File: src/shared/bitc_pkg.sv
// constants shared by the banked I/O window and the transmit control logic
// assumes one 200 MHz controller clock and a synchronous active-low reset
package bitc_pkg;
  // clock figure, kept for derived timing
  localparam int unsigned CLK_PERIOD_PS = 5000;
  // window geometry: sixteen byte locations, eight words
  localparam int unsigned WINDOW_BYTES = 16;
  localparam logic [2:0] IDX_TX_CONTROL = 3'h0; // byte offset 0x0
  localparam logic [2:0] IDX_BANK_SELECT = 3'h7; // byte offset 0xE, seen from every bank
  // bank field
  localparam logic [2:0] BANK_RESET = 3'h0;
  localparam logic [2:0] BANK_LAST = 3'h4; // five banks, 0 to 4
  localparam logic [2:0] BANK_TX = 3'h0;
  // arbitrary signature byte, not tied to any product
  localparam logic [7:0] SIGNATURE_DEFAULT = 8'hA5;
  // transmit control word
  localparam logic [15:0] TCR_RESET = 16'h0000;
  localparam logic [15:0] TCR_WRITE_MASK = 16'hFD8F; // undefined bits read zero
  localparam int unsigned TXEN_BIT = 0;
  localparam int unsigned LOOP_BIT = 1;
  localparam int unsigned FORCE_COLLISION_BIT = 2;
  localparam int unsigned TXPEND_BIT = 3;
  localparam int unsigned PAD_BIT = 7;
  localparam int unsigned CRC_SUPPRESS_BIT = 8;
  localparam int unsigned CARMON_BIT = 10;
  localparam int unsigned FDUP_BIT = 11;
  localparam int unsigned SQESTOP_BIT = 12;
  localparam int unsigned PHYLOOP_BIT = 13;
  localparam int unsigned ETTYPE_BIT = 14;
  localparam int unsigned SWITCHED_FULL_DUPLEX_BIT = 15;
  // early transmit comparison widths
  localparam int unsigned ADDR_W = 11;
  localparam int unsigned PKT_W = 6;
  // host pin bundle: {rdN, wrN, be0N, be1N, wide, addr[3:0], data[15:0]}
  localparam int unsigned BUS_SYNC_W = 25;
  localparam logic [24:0] BUS_SYNC_RESET = 25'h1E00000; // strobes idle high
  // host access sequencing
  typedef enum logic [1:0] {
    BusIdle,
    BusRead,
    BusWrite
  } bitc_bus_e;
endpackage : bitc_pkg

File: src/hw/bitc_sync2.sv
// two-stage synchroniser for host pins entering the controller clock
// assumes inputs are quasi-static around strobes; reset value is a constant
`timescale 1ns/1ps
module bitc_sync2 #(
  parameter int WIDTH = 1,
  parameter logic [WIDTH-1:0] RESET_VAL = '0
) (
  input wire logic mclk,
  input wire logic nrst,
  input wire logic [WIDTH-1:0] din,
  output logic [WIDTH-1:0] dout
);
  // first stage, read only by the second
  logic [WIDTH-1:0] stage1_q;

  // both stages take the idle pattern on reset
  always_ff @(posedge mclk) begin
    if (!nrst) begin
      stage1_q <= RESET_VAL;
      dout <= RESET_VAL;
    end else begin
      stage1_q <= din;
      dout <= stage1_q;
    end
  end
endmodule : bitc_sync2

File: src/hw/bitc_tx_modes.sv
// effective transmit modes derived from the control word
// purely combinational; the top module registers every result
`timescale 1ns/1ps
module bitc_tx_modes (
  input wire logic [15:0] tcrWord,
  input wire logic earlyTxEnable,
  input wire logic [bitc_pkg::ADDR_W-1:0] txDmaAddr,
  input wire logic [bitc_pkg::ADDR_W-1:0] hostPointerAddr,
  input wire logic [bitc_pkg::PKT_W-1:0] loadPktNum,
  input wire logic [bitc_pkg::PKT_W-1:0] txPktNum,
  input wire logic [bitc_pkg::ADDR_W-1:0] loadAddr,
  input wire logic [bitc_pkg::ADDR_W-1:0] txLogicalAddr,
  output logic fullDuplexEff,
  output logic carrierMonEff,
  output logic deferEnable,
  output logic collisionDetectEnable,
  output logic netTxEnable,
  output logic forceUnderrun
);
  logic switched; // switched full duplex
  logic anyLoop; // either loopback point active

  always_comb begin
    switched = tcrWord[bitc_pkg::SWITCHED_FULL_DUPLEX_BIT];
    anyLoop = tcrWord[bitc_pkg::PHYLOOP_BIT] | tcrWord[bitc_pkg::LOOP_BIT];
    // switched mode overrides the duplex and carrier bits
    fullDuplexEff = switched | tcrWord[bitc_pkg::FDUP_BIT];
    carrierMonEff = ~switched & tcrWord[bitc_pkg::CARMON_BIT];
    // forced collision works by skipping deferral
    deferEnable = ~switched & ~tcrWord[bitc_pkg::FORCE_COLLISION_BIT];
    // collision sense ignored when switched or looped locally
    collisionDetectEnable = ~switched & ~tcrWord[bitc_pkg::LOOP_BIT];
    // no wire traffic during either loopback
    netTxEnable = ~anyLoop;
    // underrun forcing, method chosen by the early transmit type bit
    if (!earlyTxEnable) begin
      forceUnderrun = 1'b0;
    end else if (!tcrWord[bitc_pkg::ETTYPE_BIT]) begin
      forceUnderrun = txDmaAddr > hostPointerAddr;
    end else begin
      forceUnderrun = (loadPktNum == txPktNum) && (txLogicalAddr > loadAddr);
    end
  end
endmodule : bitc_tx_modes

File: src/hw/bitc_io_tx_control.sv
// banked host I/O window with the transmit control word
// host pins are asynchronous and pass two flops; engine signals share mclk
`timescale 1ns/1ps
// Operation
// - sixteen-byte window, bank word in every bank
// - offset addresses even byte; odd byte is plus one
// - sixteen-bit mode takes word and byte accesses
// - three-bit bank field, codes 5-7 select nothing
// - bank word upper byte returns fixed signature
// - bank word reachable except in power-down
// - missing banks ignore writes, read signature byte
// - hard reset clears control bits, bank zero
// - crc suppress bit stops frame check append
// - switched mode forces duplex, disables carrier monitor
// - method zero forces underrun past host pointer
// - method one compares packet numbers and addresses
// - phy loopback; exit needs soft reset
// - sqe failure stops transmitter when enabled
// - duplex decides whether own frames are received
// - carrier monitor aborts without crc, disables
// - padding to sixty-four bytes with zeros
// - force collision skips deferral, self clears
// - local loopback after encoder, nothing to network
// - error stops clear transmit enable
module bitc_io_tx_control #(
  parameter logic [7:0] SIGNATURE = bitc_pkg::SIGNATURE_DEFAULT // arbitrary value
) (
  input wire logic mclk,
  input wire logic nrst,
  // host pins
  input wire logic [3:0] ioAddr,
  input wire logic [15:0] ioDataIn,
  output logic [15:0] ioDataOut,
  output logic ioDataOe,
  input wire logic ioRdN,
  input wire logic ioWrN,
  input wire logic ioByteEn0N,
  input wire logic ioByteEn1N,
  input wire logic wideBusMode,
  // configuration side, same clock
  input wire logic powerDown,
  input wire logic configSoftReset,
  // transmit engine, same clock
  input wire logic frameActive,
  input wire logic preambleDone,
  input wire logic carrierSense,
  input wire logic collisionSeen,
  input wire logic sqeTestFail,
  input wire logic txFatalError,
  input wire logic earlyTxEnable,
  input wire logic [bitc_pkg::ADDR_W-1:0] txDmaAddr,
  input wire logic [bitc_pkg::ADDR_W-1:0] hostPointerAddr,
  input wire logic [bitc_pkg::PKT_W-1:0] loadPktNum,
  input wire logic [bitc_pkg::PKT_W-1:0] txPktNum,
  input wire logic [bitc_pkg::ADDR_W-1:0] loadAddr,
  input wire logic [bitc_pkg::ADDR_W-1:0] txLogicalAddr,
  // transmit controls
  output logic txStartAllowed,
  output logic crcAppend,
  output logic padEnable,
  output logic fullDuplexEff,
  output logic carrierMonEff,
  output logic deferEnable,
  output logic collisionDetectEnable,
  output logic acceptOwnFrames,
  output logic phyLoopback,
  output logic localLoopback,
  output logic netTxEnable,
  output logic forceUnderrun,
  output logic frameAbortNoCrc,
  output logic txHalt,
  output logic loopResetNeeded
);
  // synchronised pins
  logic [bitc_pkg::BUS_SYNC_W-1:0] syncBus;
  logic syncRdN; // read strobe, active low
  logic syncWrN; // write strobe, active low
  logic syncBe0N; // low lane enable, active low
  logic syncBe1N; // high lane enable, active low
  logic syncWide; // sixteen-bit mode
  logic [3:0] syncAddr;
  logic [15:0] syncData;
  // access sequencing
  bitc_pkg::bitc_bus_e busState_q;
  bitc_pkg::bitc_bus_e busState_d;
  logic [3:0] capAddr_q; // write address held while strobe low
  logic [15:0] capData_q; // write data held while strobe low
  logic [1:0] capLanes_q; // write lanes held while strobe low
  logic commit; // write completes on strobe release
  // register state
  logic [15:0] tcr_q;
  logic [15:0] tcr_d;
  logic [2:0] bank_q;
  logic bankValid;
  logic [15:0] readWord;
  logic [1:0] rdLanes;
  logic [7:0] loByte;
  logic [7:0] hiByte;
  logic wrTcrLo;
  logic wrTcrHi;
  logic wrBank;
  // transmit event logic
  logic pastPreamble_q;
  logic carrierFault;
  logic sqeStop;
  logic errorStop;
  logic phyLoopPrev_q;
  // mode results
  logic modeFullDuplex;
  logic modeCarrierMon;
  logic modeDefer;
  logic modeCollision;
  logic modeNetTx;
  logic modeUnderrun;

  // byte lanes touched by an access; shared by read and write paths
  function automatic logic [1:0] laneSel(input logic a0, input logic be0N,
                                         input logic be1N, input logic wide);
    if (wide) begin
      laneSel = {~be1N, ~be0N};
    end else begin
      laneSel = a0 ? 2'b10 : 2'b01;
    end
  endfunction : laneSel

  bitc_sync2 #(
    .WIDTH(bitc_pkg::BUS_SYNC_W),
    .RESET_VAL(bitc_pkg::BUS_SYNC_RESET)
  ) u_pinSync (
    .mclk(mclk),
    .nrst(nrst),
    .din({ioRdN, ioWrN, ioByteEn0N, ioByteEn1N, wideBusMode, ioAddr, ioDataIn}),
    .dout(syncBus)
  );

  assign {syncRdN, syncWrN, syncBe0N, syncBe1N, syncWide, syncAddr, syncData} = syncBus;

  bitc_tx_modes u_modes (
    .tcrWord(tcr_q),
    .earlyTxEnable(earlyTxEnable),
    .txDmaAddr(txDmaAddr),
    .hostPointerAddr(hostPointerAddr),
    .loadPktNum(loadPktNum),
    .txPktNum(txPktNum),
    .loadAddr(loadAddr),
    .txLogicalAddr(txLogicalAddr),
    .fullDuplexEff(modeFullDuplex),
    .carrierMonEff(modeCarrierMon),
    .deferEnable(modeDefer),
    .collisionDetectEnable(modeCollision),
    .netTxEnable(modeNetTx),
    .forceUnderrun(modeUnderrun)
  );

  // next access state; power-down blocks every access
  always_comb begin
    busState_d = busState_q;
    case (busState_q)
      bitc_pkg::BusIdle: begin
        if (!syncRdN && !powerDown) begin
          busState_d = bitc_pkg::BusRead;
        end else if (!syncWrN && !powerDown) begin
          busState_d = bitc_pkg::BusWrite;
        end
      end
      bitc_pkg::BusRead: begin
        if (syncRdN || powerDown) begin
          busState_d = bitc_pkg::BusIdle;
        end
      end
      default: begin
        if (syncWrN) begin
          busState_d = bitc_pkg::BusIdle;
        end
      end
    endcase
  end

  // access state register
  always_ff @(posedge mclk) begin
    if (!nrst) begin
      busState_q <= bitc_pkg::BusIdle;
    end else begin
      busState_q <= busState_d;
    end
  end

  // hold address and data while the write strobe is low;
  // data is taken on release so late-settling data is still caught
  always_ff @(posedge mclk) begin
    if (!nrst) begin
      capAddr_q <= 4'h0;
      capData_q <= 16'h0000;
      capLanes_q <= 2'h0;
    end else if (!syncWrN) begin
      capAddr_q <= syncAddr;
      capData_q <= syncData;
      capLanes_q <= laneSel(syncAddr[0], syncBe0N, syncBe1N, syncWide);
    end
  end

  // write decode; the word index drops the byte address bit
  always_comb begin
    commit = (busState_q == bitc_pkg::BusWrite) && syncWrN && !powerDown;
    bankValid = bank_q <= bitc_pkg::BANK_LAST;
    loByte = capData_q[7:0];
    // eight-bit hosts put the odd byte on the low data lines
    hiByte = syncWide ? capData_q[15:8] : capData_q[7:0];
    // bank word decoded ahead of the bank check: present in every bank
    wrBank = 1'b0;
    wrTcrLo = 1'b0;
    wrTcrHi = 1'b0;
    if (commit && capAddr_q[3:1] == bitc_pkg::IDX_BANK_SELECT) begin
      wrBank = capLanes_q[0];
    end else if (commit && !bankValid) begin
      wrBank = 1'b0;
    end else if (commit && bank_q == bitc_pkg::BANK_TX
                 && capAddr_q[3:1] == bitc_pkg::IDX_TX_CONTROL) begin
      wrTcrLo = capLanes_q[0];
      wrTcrHi = capLanes_q[1];
    end
  end

  // read data for the addressed word
  always_comb begin
    rdLanes = laneSel(syncAddr[0], syncBe0N, syncBe1N, syncWide);
    if (syncAddr[3:1] == bitc_pkg::IDX_BANK_SELECT) begin
      readWord = {SIGNATURE, 5'h00, bank_q};
    end else if (!bankValid) begin
      readWord = {SIGNATURE, SIGNATURE};
    end else if (bank_q == bitc_pkg::BANK_TX && syncAddr[3:1] == bitc_pkg::IDX_TX_CONTROL) begin
      readWord = tcr_q;
    end else begin
      readWord = 16'h0000; // registers held elsewhere
    end
  end

  // read drivers; an odd byte in eight-bit mode moves to the low lines
  always_ff @(posedge mclk) begin
    if (!nrst) begin
      ioDataOut <= 16'h0000;
      ioDataOe <= 1'b0;
    end else begin
      ioDataOe <= busState_d == bitc_pkg::BusRead;
      if (!syncWide && rdLanes[1]) begin
        ioDataOut <= {8'h00, readWord[15:8]};
      end else begin
        ioDataOut <= readWord;
      end
    end
  end

  // bank field; only the low three bits store
  always_ff @(posedge mclk) begin
    if (!nrst) begin
      bank_q <= bitc_pkg::BANK_RESET;
    end else if (wrBank) begin
      bank_q <= loByte[2:0];
    end
  end

  // transmit event decode
  always_comb begin
    // carrier must be up at preamble end and stay up
    carrierFault = modeCarrierMon && frameActive && !carrierSense
                   && (preambleDone || pastPreamble_q);
    // no test window in switched mode
    sqeStop = sqeTestFail && tcr_q[bitc_pkg::SQESTOP_BIT]
              && !tcr_q[bitc_pkg::SWITCHED_FULL_DUPLEX_BIT];
    errorStop = txFatalError || sqeStop || carrierFault;
  end

  // control word next value; a host write of one beats a hardware clear
  always_comb begin
    tcr_d = tcr_q;
    if (wrTcrLo) begin
      tcr_d[7:0] = loByte & bitc_pkg::TCR_WRITE_MASK[7:0];
    end
    if (wrTcrHi) begin
      tcr_d[15:8] = hiByte & bitc_pkg::TCR_WRITE_MASK[15:8];
    end
    if (errorStop && !(wrTcrLo && loByte[bitc_pkg::TXEN_BIT])) begin
      tcr_d[bitc_pkg::TXEN_BIT] = 1'b0;
    end
    if (collisionSeen && !(wrTcrLo && loByte[bitc_pkg::FORCE_COLLISION_BIT])) begin
      tcr_d[bitc_pkg::FORCE_COLLISION_BIT] = 1'b0;
    end
  end

  // control word register; soft reset restores defaults too
  always_ff @(posedge mclk) begin
    if (!nrst) begin
      tcr_q <= bitc_pkg::TCR_RESET;
    end else if (configSoftReset) begin
      tcr_q <= bitc_pkg::TCR_RESET;
    end else begin
      tcr_q <= tcr_d;
    end
  end

  // preamble tracker, ended by the frame's own signal
  always_ff @(posedge mclk) begin
    if (!nrst) begin
      pastPreamble_q <= 1'b0;
    end else if (!frameActive) begin
      pastPreamble_q <= 1'b0;
    end else if (preambleDone) begin
      pastPreamble_q <= 1'b1;
    end
  end

  // loopback exit leaves state that only a soft or hard reset clears
  always_ff @(posedge mclk) begin
    if (!nrst) begin
      phyLoopPrev_q <= 1'b0;
      loopResetNeeded <= 1'b0;
    end else begin
      phyLoopPrev_q <= tcr_q[bitc_pkg::PHYLOOP_BIT];
      if (phyLoopPrev_q && !tcr_q[bitc_pkg::PHYLOOP_BIT]) begin
        loopResetNeeded <= 1'b1;
      end else if (configSoftReset) begin
        loopResetNeeded <= 1'b0;
      end
    end
  end

  // registered transmit controls
  always_ff @(posedge mclk) begin
    if (!nrst) begin
      txStartAllowed <= 1'b0;
      crcAppend <= 1'b1;
      padEnable <= 1'b0;
      fullDuplexEff <= 1'b0;
      carrierMonEff <= 1'b0;
      deferEnable <= 1'b1;
      collisionDetectEnable <= 1'b1;
      acceptOwnFrames <= 1'b0;
      phyLoopback <= 1'b0;
      localLoopback <= 1'b0;
      netTxEnable <= 1'b1;
      forceUnderrun <= 1'b0;
      frameAbortNoCrc <= 1'b0;
      txHalt <= 1'b0;
    end else begin
      // engine finishes a running frame; this only gates new starts
      txStartAllowed <= tcr_q[bitc_pkg::TXEN_BIT] && !loopResetNeeded;
      crcAppend <= !tcr_q[bitc_pkg::CRC_SUPPRESS_BIT];
      padEnable <= tcr_q[bitc_pkg::PAD_BIT];
      fullDuplexEff <= modeFullDuplex;
      carrierMonEff <= modeCarrierMon;
      deferEnable <= modeDefer;
      collisionDetectEnable <= modeCollision;
      acceptOwnFrames <= modeFullDuplex;
      phyLoopback <= tcr_q[bitc_pkg::PHYLOOP_BIT];
      localLoopback <= tcr_q[bitc_pkg::LOOP_BIT];
      netTxEnable <= modeNetTx;
      forceUnderrun <= modeUnderrun;
      frameAbortNoCrc <= carrierFault;
      txHalt <= errorStop;
    end
  end
endmodule : bitc_io_tx_control

File: config.mk
export PLATFORM = sky130hd
export DESIGN_NAME = bitc_io_tx_control
export DESIGN_NICKNAME = d
export VERILOG_FILES = /design/src/shared/bitc_pkg.sv /design/src/hw/bitc_sync2.sv /design/src/hw/bitc_tx_modes.sv /design/src/hw/bitc_io_tx_control.sv
export SDC_FILE = /design/constraint.sdc
export NUM_CORES = 1
export LEC_CHECK = 0
export BUFFER_PORTS_ARGS = -buffer_cell sky130_fd_sc_hd__buf_2
export CAP_MARGIN = 20
export CORE_ASPECT_RATIO = 0.6
export CORE_MARGIN = 2
export CORE_UTILIZATION = 50
export CTS_CLUSTER_DIAMETER = 120
export DETAILED_ROUTE_END_ITERATION = 6
export PLACE_DENSITY = 0.85
export SLEW_MARGIN = 20
export SYNTH_ARGS = -nofsm -noshare
export SYNTH_HDL_FRONTEND = slang
export SYNTH_HIERARCHICAL = 1
export SYNTH_SLANG_ARGS = --single-unit
export TNS_END_PERCENT = 20
File: constraint.sdc
create_clock -name mclk -period 5.1 [get_ports mclk]
set_input_delay 0.255 -clock mclk [delete_from_list [all_inputs] [get_ports mclk]]
set_output_delay 0.255 -clock mclk [all_outputs]
set_load 0.05 [all_outputs]
==> impl_metrics.tcl <==
set metrics [dict create \
    io_buffer_count 121 \
    dpl_cell_area_um2 5080 \
    endpoint_kind "flop" \
    path_buf_inv 0 \
    antenna_found_initial 0 \
    areaGrowthSynthToFinish_pct 28.3 \
    worstPathCellList "or3_1 > nor4_2 > nor3b_1 > and2_1" \
    viasPerCell 4.91 \
    dr_total_vias 3394 \
    dp.cells 658 \
    multi_input_area_um2 1890 \
    gp_congestion 0.882 \
    overflow 0 \
    coreArea_um2 8560 \
    slew_viol_final 0 \
    sw_frac_of_total_pct 20.1 \
    hold_class "input pin to flop" \
    cts_buffers 17 \
    share_comb_of_total_power_pct 5.7 \
    finalSetupViolations 0 \
    dieArea_um2 9680 \
    wl_um 9570 \
    grt_setup_unrepaired "false" \
    cts_num_sinks 116 \
    finalSetupTns_ns 0 \
    power.share.clock_pct 52.4 \
    final_net_count 680 \
    critPathSlowestCell "nor4_2" \
    timing.fmax_mhz 433 \
    hold_buffers 0 \
    power.density_nw_per_um2 395 \
    die_w_um 126 \
    hold_viol_final 0 \
    postSynthCellCount 444 \
    clk_latency_ns 0.40 \
    fp-row-count 26 \
    fin_area_um2 5700 \
    synth_fp_nets 558 \
    p_sw_uw 453 \
    drtPass1Iterations 4 \
    cp_top_family "simple AND/OR/NAND/NOR gates" \
    worst_pin_slew_ns 1.10 \
    yosys_warnings 6 \
    cpPeakStageDelay_ns 0.86 \
    fin_cells 691 \
    root_buffer "clkbuf_16" \
    clk_pin_slew_ns 0.05 \
    seqCellArea_um2 2320 \
    htree_levels 4 \
    crit_path_start_kind "flop" \
    route.detailed.wl_per_inst_um 13.9 \
    power.leakage_nw 2.70 \
    initial_core_util_pct 51.9 \
    drc 0 \
    grt_pass1_vias 3374 \
    crit_type "flop to flop" \
    syn_avg_cell_area_um2 10.0 \
    layout-drive-gt1-share_pct 27.6 \
    slew_headroom_pct 25.9 \
    vdd_drop_max_mv 0.305 \
    cts_buffer_depth 2 \
    fillCellCount 663 \
    worst-path-max-fanout 14 \
    dp_hpwl_um 7030 \
    cts_resized 0 \
    fin_crit_sh_pct 45.3 \
    grt_pass1_wl_um 15900 \
    seqPwrFrac_pct 41.9 \
    required_ns 5.44 \
    skew_ns 0.00729 \
    ant_nets 0 \
    cts_tree "done" \
    track_usage_pct 21.0 \
    drv_cap 0 \
    status "complete, no violations" \
    n_antenna_cell 0 \
    post_cts_buffers 0 \
    p_int_mw 1.80 \
    holdWs_ns 0.0368 \
    drt-initial-drc-count 236 \
    die_y_um 77.0 \
    syn_area_um2 4440 \
    io_pins 124 \
    grt_start_max_net_pins 67 \
    fin_crit_ns 2.31 \
    cp.arrival_ns 2.65 \
]
==> worst register-to-register path, delay by kind of cell, from the launching register on <==
kind,cells,cell delay (ns)
and+or+nand+nor,4,1.92
DFF,1,0.34
==> routing by layer <==
metal,part of all wire (%),GRT usage (%),vias up
met5,0,0,-
met4,0.19,6.33,0
met3,8.0,8.03,4
met2,46,32.6,119
met1,45,27.3,1522
li1,-,-,1749
==> area by class of cell <==
type	count	share of cell area, %
clock buffers	24	8.45
repair buffers	123	11.0
clock inverters	8	2.17
well taps	112	2.46
multi-input cells	278	33.1
flip-flops and latches	116	40.8
inverters	30	1.98
==> cells in the final DEF (no fill, tap or decap), drive strengths merged, types with 2 or more instances in the layout <==
cell and count:
a31oi 3, mux2i 30, dfxtp 116, buf 123
nand2 17, nand3b 3, xor2 3, a2111oi 3
bufinv 3, nand3 4, clkbuf 24, clkinv 3
xnor2 3, o32ai 3, a211oi 13, nand4 6
o21ai 8, inv 30, and3 5, a21oi 21
and2 51, nor4 5, nor2 45, or3b 2
nor2b 3, ha 22, nand2b 13, or3 2
nor3 4, clkinvlp 2
==> final timing paths <==
kind / from / endpoint / slack (ns) / cells after the start
worst max-delay path: bank_q[2]$_SDFFE_PN0P_ / ioDataOut[11]$_SDFF_PP0_ / 2.79 / 4
worst min-delay path: ioRdN / u_pinSync/stage1_q[24]$_SDFF_PN1_ / 0.04 / 2
worst max register to register: bank_q[2]$_SDFFE_PN0P_ / ioDataOut[11]$_SDFF_PP0_ / 2.79 / 4
worst min register to register: u_pinSync/stage1_q[23]$_SDFF_PN1_ / u_pinSync/dout[23]$_SDFF_PN1_ / 0.40 / 1
==> power by group through the flow <==
stage / combinational (mW) / sequential [mW] / clock, mW
finish: 0.129 / 0.942 / 1.18
global route: 0.146 / 0.943 / 1.25
CTS: 0.128 / 0.942 / 1.20
detailed placement: 0.127 / 0.960 / 0
global placement: 0.121 / 0.959 / 0
floorplan: 0.0759 / 0.957 / 0
==> metrics by stage <==
stage               total power [mW]  worst slack [ns]  utilization, %
floorplan                       1.03              3.38               -
global placement                1.08              2.79            59.3
detailed placement              1.09              2.73            59.3
CTS                             2.27              2.71            66.4
global route                    2.34              2.63            66.6
finish                          2.25              2.79            66.6
==> registers in the layout (all words and copies together) (netlist names), 2 cells and up <==
register / count
capLanes_q: 2
u_pinSync/stage1_q: 24
tcr_q: 12
bank_q: 3
capAddr_q: 3
ioDataOut: 15
busState_q: 2
u_pinSync/dout: 24
capData_q: 15
(Power assumes the default switching activity.)
